### src/hw/uart_alt_pkg.sv
package uart_alt_pkg;
  localparam logic [7:0]  ALT_CSR_OFFSET   = 8'h2C;
  localparam logic [7:0]  FUNC_SELECT_OFFSET = 8'h30;
  localparam logic [31:0] ALT_CSR_RESET    = 32'h0000_000C;
  localparam logic [31:0] FUNC_SELECT_RESET  = 32'h0000_0000;
  localparam int          MATCH_LSB        = 24;
  localparam int          ADDR_EN_BIT      = 15;
  localparam int          AUTO_DIR_BIT     = 10;
  localparam int          AUTO_ADDR_BIT    = 9;
  localparam int          NORMAL_MD_BIT    = 8;
  localparam int          BREAK_REQ_BIT    = 7;
  localparam int          LIN_RX_BIT       = 6;
  localparam logic [3:0]  BREAK_LEN_RESET  = 4'hC;
  localparam logic [15:0] BIT_CYCLES_RESET = 16'h0010;

  typedef enum logic [1:0] {
    FUNC_UART  = 2'h0,
    FUNC_LIN   = 2'h1,
    FUNC_IRDA  = 2'h2,
    FUNC_RS485 = 2'h3
  } channel_function_t;

  typedef struct packed {
    logic [7:0] station_match;
    logic       multidrop_addr_detect_enable;
    logic       auto_direction_mode;
    logic       auto_address_detect_mode;
    logic       normal_multidrop_mode;
    logic       break_request;
    logic       lin_rx_enable;
    logic [3:0] break_length_count;
  } alt_ctrl_t;

  typedef struct packed {
    logic       valid;
    logic [7:0] data;
    logic       is_address;
  } rx_byte_t;
endpackage

### src/hw/uart_break_gen.sv
`timescale 1ns/1ps
// sends a low break of (count + 1) bit times, one bit = bit_cycles clocks
module uart_break_gen (
  // clock and reset
  input  wire logic        clk_in,
  input  wire logic        resetn_in,
  // control
  input  wire logic        start_in,
  input  wire logic [3:0]  count_in,
  input  wire logic [15:0] bit_cycles_in,
  // status
  output logic             active_out,
  output logic             done_out
);
  typedef struct packed {
    logic        busy;
    logic        done;
    logic [4:0]  bits_left;
    logic [15:0] cyc;
  } brk_state_t;

  brk_state_t s_q;
  brk_state_t s_d;

  always_comb begin
    s_d      = s_q;
    s_d.done = 1'b0;
    if (!s_q.busy) begin
      if (start_in) begin
        s_d.busy      = 1'b1;
        s_d.bits_left = {1'b0, count_in} + 5'd1;
        s_d.cyc       = bit_cycles_in;
      end
    end else if (s_q.cyc <= 16'h0001) begin
      s_d.cyc = bit_cycles_in;
      if (s_q.bits_left == 5'd1) begin
        s_d.busy = 1'b0;
        s_d.done = 1'b1;
      end
      s_d.bits_left = s_q.bits_left - 5'd1;
    end else begin
      s_d.cyc = s_q.cyc - 16'h0001;
    end
  end

  always_ff @(posedge clk_in or negedge resetn_in) begin
    if (!resetn_in) begin
      s_q <= '0;
    end else begin
      s_q <= s_d;
    end
  end

  assign active_out = s_q.busy;
  assign done_out   = s_q.done;
endmodule

### src/hw/uart_alt_function_control.sv
// Register access over AHB-Lite was chosen for this implementation.
`timescale 1ns/1ps
module uart_alt_function_control (
  // clock and reset
  input  wire logic        CLK_IN,
  input  wire logic        RESETN_IN,
  // ahb-lite slave
  input  wire logic        HSEL_IN,
  input  wire logic [31:0] HADDR_IN,
  input  wire logic [1:0]  HTRANS_IN,
  input  wire logic        HWRITE_IN,
  input  wire logic [2:0]  HSIZE_IN,
  input  wire logic [31:0] HWDATA_IN,
  input  wire logic        HREADY_IN,
  output logic [31:0]      HRDATA_OUT,
  output logic             HREADYOUT_OUT,
  output logic             HRESP_OUT,
  // bit time in clocks, from the baud generator
  input  wire logic [15:0] BIT_CYCLES_IN,
  // transmitter status
  input  wire logic        TX_FRAME_ACTIVE_IN,
  // received bytes from the shifter (9th bit marks an address)
  input  wire logic        RX_VALID_IN,
  input  wire logic [7:0]  RX_DATA_IN,
  input  wire logic        RX_IS_ADDR_IN,
  // line side
  output logic             TX_BREAK_OUT,
  output logic             TX_DIR_OUT,
  output logic             RX_VALID_OUT,
  output logic [7:0]       RX_DATA_OUT,
  output logic             ADDR_MATCHED_OUT,
  // mode outputs
  output logic [1:0]       CHANNEL_FUNCTION_OUT,
  output logic             LIN_RX_ENABLE_OUT
);
  typedef struct packed {
    uart_alt_pkg::alt_ctrl_t ctrl;
    logic [1:0]              func;
    logic                    dp_active;
    logic                    dp_write;
    logic [7:0]              dp_addr;
    logic [31:0]             rdata;
    logic                    start;
    logic                    matched;
    logic                    tx_dir;
    uart_alt_pkg::rx_byte_t  rx_out;
  } top_state_t;

  top_state_t s_q;
  top_state_t s_d;
  logic       brk_active;
  logic       brk_done;
  logic       rs485_on;
  logic       accept;
  logic       word_access;
  logic       addr_req;
  logic       csr_sel;
  logic       fsel_sel;
  logic       dp_csr_wr;
  logic       dp_fsel_wr;

  // narrower transfers are not decoded: writes are dropped, reads return zero
  assign word_access = (HSIZE_IN == 3'h2);
  assign addr_req    = HSEL_IN && HTRANS_IN[1] && HREADY_IN;
  assign csr_sel     = (HADDR_IN[7:0] == uart_alt_pkg::ALT_CSR_OFFSET);
  assign fsel_sel    = (HADDR_IN[7:0] == uart_alt_pkg::FUNC_SELECT_OFFSET);
  assign dp_csr_wr   = s_q.dp_active && s_q.dp_write &&
                       (s_q.dp_addr == uart_alt_pkg::ALT_CSR_OFFSET);
  assign dp_fsel_wr  = s_q.dp_active && s_q.dp_write &&
                       (s_q.dp_addr == uart_alt_pkg::FUNC_SELECT_OFFSET);
  assign rs485_on    = (s_q.func == uart_alt_pkg::FUNC_RS485);

  uart_break_gen u_break (
    .clk_in        (CLK_IN),
    .resetn_in     (RESETN_IN),
    .start_in      (s_q.start),
    .count_in      (s_q.ctrl.break_length_count),
    .bit_cycles_in (BIT_CYCLES_IN),
    .active_out    (brk_active),
    .done_out      (brk_done)
  );

  function automatic logic [31:0] pack_csr(input uart_alt_pkg::alt_ctrl_t c);
    logic [31:0] v;
    v = 32'h0000_0000;
    v[uart_alt_pkg::MATCH_LSB +: 8]       = c.station_match;
    v[uart_alt_pkg::ADDR_EN_BIT]          = c.multidrop_addr_detect_enable;
    v[uart_alt_pkg::AUTO_DIR_BIT]         = c.auto_direction_mode;
    v[uart_alt_pkg::AUTO_ADDR_BIT]        = c.auto_address_detect_mode;
    v[uart_alt_pkg::NORMAL_MD_BIT]        = c.normal_multidrop_mode;
    v[uart_alt_pkg::BREAK_REQ_BIT]        = c.break_request;
    v[uart_alt_pkg::LIN_RX_BIT]           = c.lin_rx_enable;
    v[3:0]                                = c.break_length_count;
    return v;
  endfunction

  always_comb begin
    s_d       = s_q;
    s_d.start = 1'b0;
    accept    = 1'b0;
    // address phase capture; the read word is taken here, so a read that
    // directly follows a write to the same register returns the old word
    if (HREADY_IN) begin
      s_d.dp_active = addr_req;
      s_d.dp_write  = HWRITE_IN && word_access;
      s_d.dp_addr   = HADDR_IN[7:0];
      s_d.rdata     = 32'h0000_0000;
      if (addr_req && !HWRITE_IN && word_access) begin
        if (csr_sel) begin
          s_d.rdata = pack_csr(s_q.ctrl);
        end else if (fsel_sel) begin
          s_d.rdata = {30'h0000_0000, s_q.func};
        end
      end
    end
    // data phase write; unmapped addresses are ignored
    if (dp_csr_wr || dp_fsel_wr) begin
      if (dp_csr_wr) begin
        s_d.ctrl.station_match = HWDATA_IN[uart_alt_pkg::MATCH_LSB +: 8];
        s_d.ctrl.multidrop_addr_detect_enable =
          HWDATA_IN[uart_alt_pkg::ADDR_EN_BIT];
        s_d.ctrl.auto_direction_mode = HWDATA_IN[uart_alt_pkg::AUTO_DIR_BIT];
        // exclusivity of the two multi-drop modes is left to software
        s_d.ctrl.auto_address_detect_mode = HWDATA_IN[uart_alt_pkg::AUTO_ADDR_BIT];
        s_d.ctrl.normal_multidrop_mode    = HWDATA_IN[uart_alt_pkg::NORMAL_MD_BIT];
        s_d.ctrl.lin_rx_enable            = HWDATA_IN[uart_alt_pkg::LIN_RX_BIT];
        s_d.ctrl.break_length_count       = HWDATA_IN[3:0];
        // writing 0 does not abort a running break; writing 1 starts one only when break_request is clear
        if (HWDATA_IN[uart_alt_pkg::BREAK_REQ_BIT] && !s_q.ctrl.break_request) begin
          s_d.ctrl.break_request = 1'b1;
          s_d.start              = 1'b1;
        end
      end else begin
        s_d.func = HWDATA_IN[1:0];
      end
    end
    // self-clear once the break has gone out
    if (brk_done) begin
      s_d.ctrl.break_request = 1'b0;
    end
    // direction follows the frame, released when the stop bit has left
    s_d.tx_dir = rs485_on && s_q.ctrl.auto_direction_mode && TX_FRAME_ACTIVE_IN;
    // receive filtering
    s_d.rx_out.valid = 1'b0;
    if (RX_VALID_IN) begin
      if (rs485_on && s_q.ctrl.auto_address_detect_mode) begin
        if (RX_IS_ADDR_IN) begin
          s_d.matched = (RX_DATA_IN == s_q.ctrl.station_match);
          // address byte passed up only when detection is enabled and it matched
          accept = s_q.ctrl.multidrop_addr_detect_enable &&
                   (RX_DATA_IN == s_q.ctrl.station_match);
        end else begin
          accept = s_q.matched;
        end
      end else begin
        accept = !(rs485_on && s_q.ctrl.normal_multidrop_mode && RX_IS_ADDR_IN &&
                   !s_q.ctrl.multidrop_addr_detect_enable);
      end
      if (accept) begin
        s_d.rx_out.valid      = 1'b1;
        s_d.rx_out.data       = RX_DATA_IN;
        s_d.rx_out.is_address = RX_IS_ADDR_IN;
      end
    end
    if (!s_q.ctrl.auto_address_detect_mode) begin
      s_d.matched = 1'b0;
    end
  end

  always_ff @(posedge CLK_IN or negedge RESETN_IN) begin
    if (!RESETN_IN) begin
      s_q                         <= '0;
      s_q.ctrl.break_length_count <= uart_alt_pkg::BREAK_LEN_RESET;
      s_q.func                    <= uart_alt_pkg::FUNC_UART;
    end else begin
      s_q <= s_d;
    end
  end

  assign HRDATA_OUT           = s_q.rdata;
  assign HREADYOUT_OUT        = 1'b1;
  assign HRESP_OUT            = 1'b0;
  assign TX_BREAK_OUT         = brk_active;
  assign TX_DIR_OUT           = s_q.tx_dir;
  assign RX_VALID_OUT         = s_q.rx_out.valid;
  assign RX_DATA_OUT          = s_q.rx_out.data;
  assign ADDR_MATCHED_OUT     = s_q.matched;
  assign CHANNEL_FUNCTION_OUT = s_q.func;
  assign LIN_RX_ENABLE_OUT    = s_q.ctrl.lin_rx_enable;
endmodule

### config.mk
export PLATFORM = sky130hd
export DESIGN_NAME = uart_alt_function_control
export DESIGN_NICKNAME = d
export VERILOG_FILES = /design/src/hw/uart_alt_pkg.sv /design/src/hw/uart_break_gen.sv /design/src/hw/uart_alt_function_control.sv
export SDC_FILE = /design/constraint.sdc
export NUM_CORES = 1
export LEC_CHECK = 0
export ABC_AREA = 1
export BUFFER_PORTS_ARGS = -buffer_cell sky130_fd_sc_hd__buf_2
export CAP_MARGIN = 20
export CELL_PAD_IN_SITES_DETAIL_PLACEMENT = 0
export CELL_PAD_IN_SITES_GLOBAL_PLACEMENT = 1
export CORE_ASPECT_RATIO = 0.6
export CORE_UTILIZATION = 33
export DETAILED_ROUTE_END_ITERATION = 8
export MAX_ROUTING_LAYER = met4
export PLACE_DENSITY_LB_ADDON = 0.1
export SETUP_SLACK_MARGIN = 0.3
export SLEW_MARGIN = 20
export SYNTH_ARGS = -nofsm -noshare
export SYNTH_HDL_FRONTEND = slang
export SYNTH_SLANG_ARGS = --single-unit
### constraint.sdc
create_clock -name CLK_IN -period 1.4 [get_ports CLK_IN]
set_input_delay 0.35 -clock CLK_IN [delete_from_list [all_inputs] [get_ports CLK_IN]]
set_output_delay 0.35 -clock CLK_IN [all_outputs]
set_load 0.05 [all_outputs]
==> results.yml <==
outcome:
  status: "finished, violations left"
  violations: "setup timing"
grt:
  grt_usage_pct: 19.1
  grt_overflow: 0
  grt_pass1_wl_mm: 19.5
  grt_max_degree: 35
  grtUsageMet2_pct: 27.3
  busiest_layer: "met1"
  grt_util_met1_pct: 27.6
  antenna_found_initial: 0
  met3_usage_pct: 4.08
  grt_pass1_vias: 3862
timing:
  setup_slack_ns: -0.255
  fin_hold_ws_ns: 0.220
  period_minus_slack_ns: 1.65
  period_share_pct: 118
  rsz0062_at_grt: "yes"
  setup_viol: 46
  fmax_mhz: 604
  skew_ns: 0.0102
  hold_viol_final: 0
  final-max-slew-violation-count: 0
route:
  wl_per_cell_microns: 15.2
  num_vias: 3985
  viasPerCell: 4.57
  drt_iter0_markers: 180
  drc: 0
  ant_nets: 0
  drtPass1Iterations: 4
  routed_wl_mm: 13.3
critical_path:
  cp_max_fo: 11
  critical_path_class: "reg2reg"
  crit_path_end_kind: "flop"
  start_kind: "flop"
  required_ns: 1.65
  critical_path_arrival_ns: 1.91
placement:
  place.gp.congestion: 0.825
  hpwlAfterDp_mm: 8.74
  port_buffers: 94
  dp_cells: 814
finish:
  antenna-diode-count: 0
  areaGrowthSynthToFinish_pct: 56.6
  drive_above_1_share_pct: 50.1
  fin_cells: 872
  nets: 803
  fillCellCount: 1200
logic_synthesis:
  synth_cell_types: 38
  yosys.area.top_type: "dfrtp_1"
  async_reset_ff_share_pct: 100
  synth_top_area_share_pct: 45.7
  yosysWarningCount: 0
  dominantRegCellSynth: "dfrtp_1"
  ys_ff_latch: 83
  synth_edf_count: 0
  syn_inst: 528
  syn_area_per_cell_sq_um: 8.40
  ys_top_cells_by_area: "dfrtp_1 46%, nand2_1 8.5%, buf_4 7.6%, inv_1 5.8%, nor2_1 4.3%"
  syn_area_sq_um: 4440
  synth_commonest_cells: "100 x nand2_1, 81 x dfrtp_1, 69 x inv_1"
  synth_most_common_cell: "nand2_1"
  yosysSeqAreaShare_pct: 46.9
floorplanning:
  coreArea_sq_um: 13000
  die-area_sq_um: 13900
  die-height_microns: 91.8
  io_pins: 150
  num_rows: 32
  start_util_pct: 34.2
  die_x_microns: 152
cts:
  cts_root_buffer: "clkbuf_16"
  worstSkewPairLatency_ns: 0.34
  cts-htree-levels: 3
  cts_sinks: 83
  ctsLongestPathBuffers: 2
  path_clk_slew_ns: 0.06
  numCtsBuffers: 9
  cts_tree: "built"
flow_run:
  drv_cap: 0
power_and_ir_drop:
  vdd.ir_drop.worst_uv: 546
  p_leak_uw: 0.00331
  power.density_nw_per_um2: 874
min_path:
  holdCritPathClass: "in2reg"
sequential cells by signal (all words and copies together), names as in the netlist:
signal                count
TX_DIR_OUT                1
u_break.done_out          1
CHANNEL_FUNCTION_OUT      2
s_q                      28
RX_DATA_OUT               8
u_break.s_q              21
RX_VALID_OUT              1
LIN_RX_ENABLE_OUT         1
ADDR_MATCHED_OUT          1
u_break.active_out        1
HRDATA_OUT               18
cells in the final DEF (no fill, tap or decap), types with 3 or more instances in the layout:
master / netlist / layout
o22ai_1: 22 / 10
nand2_4: 2 / 8
o211ai_2: 3 / 3
a21oi_1: 19 / 5
nand3_1: 22 / 13
nand2_2: 6 / 20
o211ai_1: 5 / 5
o21ai_2: 6 / 7
clkbuf_16: 0 / 14
xnor2_1: 7 / 6
o21ai_1: 0 / 8
nor3_1: 7 / 5
nand3_4: 0 / 6
nor2_1: 51 / 28
a21oi_2: 0 / 14
buf_4: 45 / 83
nor3_4: 0 / 3
o21ai_0: 26 / 16
o22ai_2: 0 / 11
buf_8: 1 / 4
nand2_1: 100 / 79
nand4_1: 6 / 6
nand3b_1: 3 / 3
inv_2: 2 / 9
ha_1: 5 / 3
dfrtp_1: 81 / 78
nand3_2: 5 / 8
nor2_2: 3 / 11
dfrtp_2: 0 / 3
xor2_1: 5 / 5
buf_6: 1 / 41
buf_2: 2 / 59
nor2_4: 0 / 15
buf_12: 1 / 6
conb_1: 2 / 16
inv_1: 69 / 61
where the power goes:
group | internal (uW) | total [uW] | switching (uW)
registers | 2490 | 2560 | 67.5
logic | 357 | 941 | 583
clock network | 1570 | 2570 | 1000
worst max-delay path, stage by stage (launching register included):
cell	delay, ns
dfrtp_1	0.42
nor2_4	0.16
inv_1	0.06
nor3_2	0.24
nand3_4	0.15
nand2_8	0.12
nand2_8	0.06
buf_12	0.15
clkinv_16	0.07
nand2_1	0.05
o211ai_1	0.08
timing repair:
action,CTS,global route
hold buffers,1,0
setup endpoints to repair,87,99
pin swaps,15,24
endpoints found under the hold margin,16,0
setup buffers,21,11
gates cloned,1,8
gates resized for setup,124,82
per-layer routing:
metal | wire length (microns) | vias to the layer above
li1 | - | 1992
met1 | 6930 | 1897
met2 | 5650 | 90
met3 | 640 | 6
met4 | 86 | 0
met5 | 0 | -
path summary, 6_finish.rpt:
check | slack, ns | from | cells past startpoint | end
worst min-delay path | 0.22 | BIT_CYCLES_IN[2] | 3 | u_break.s_q[2]
max in group asynchronous | 0.41 | RESETN_IN | 3 | u_break.active_out
worst max register to register | -0.25 | u_break.s_q[7] | 10 | u_break.s_q[14]
worst min register to register | 0.40 | u_break.done_out | 1 | s_q[62]
min in group asynchronous | 0.48 | RESETN_IN | 2 | u_break.s_q[16]
worst max-delay path | -0.25 | u_break.s_q[7] | 10 | u_break.s_q[14]
per-stage QoR:
step           total power (uW)  cell area, sq um  setup TNS [ns]  worst slack, ns  utilization (%)
2_1_floorplan              3120              4680           -2.17           -0.129                -
3_3_place_gp               3320              5430           -6.84           -0.338             41.8
3_5_place_dp               3330              5430           -7.14           -0.306             41.8
4_1_cts                    6080              6350           -4.78           -0.231             48.9
5_1_grt                    6310              6940          -10.74           -0.339             53.5
6_report                   6070              6940           -6.39           -0.255             53.5
kinds of logic after synthesis:
kind of cell / after synthesis / synth area share (%)
adders and majority gates: 5 / 1.41
AOI/OAI and AO/OA: 84 / 11.6
other: 2 / 0.169
DFF: 83 / 46.9
buffers and inverters: 129 / 15.7
xor gates and xnor gates: 12 / 2.37
muxes: 2 / 0.508
and+or+nand+nor: 211 / 21.4
cell type report:
cell class              count  area [sq um]  share of cell area [%]
multi-input cells         331          2320                    33.4
flip-flops and latches     83          2080                    30.0
repair buffers            199          1700                    24.4
inverters                  72           302                    4.34
clock buffers              10           229                    3.30
well taps                 170           213                    3.06
clock inverters             6          88.8                    1.28
repair inverters            1          16.3                   0.234
Note: power is estimated with default switching activity, not from simulation.
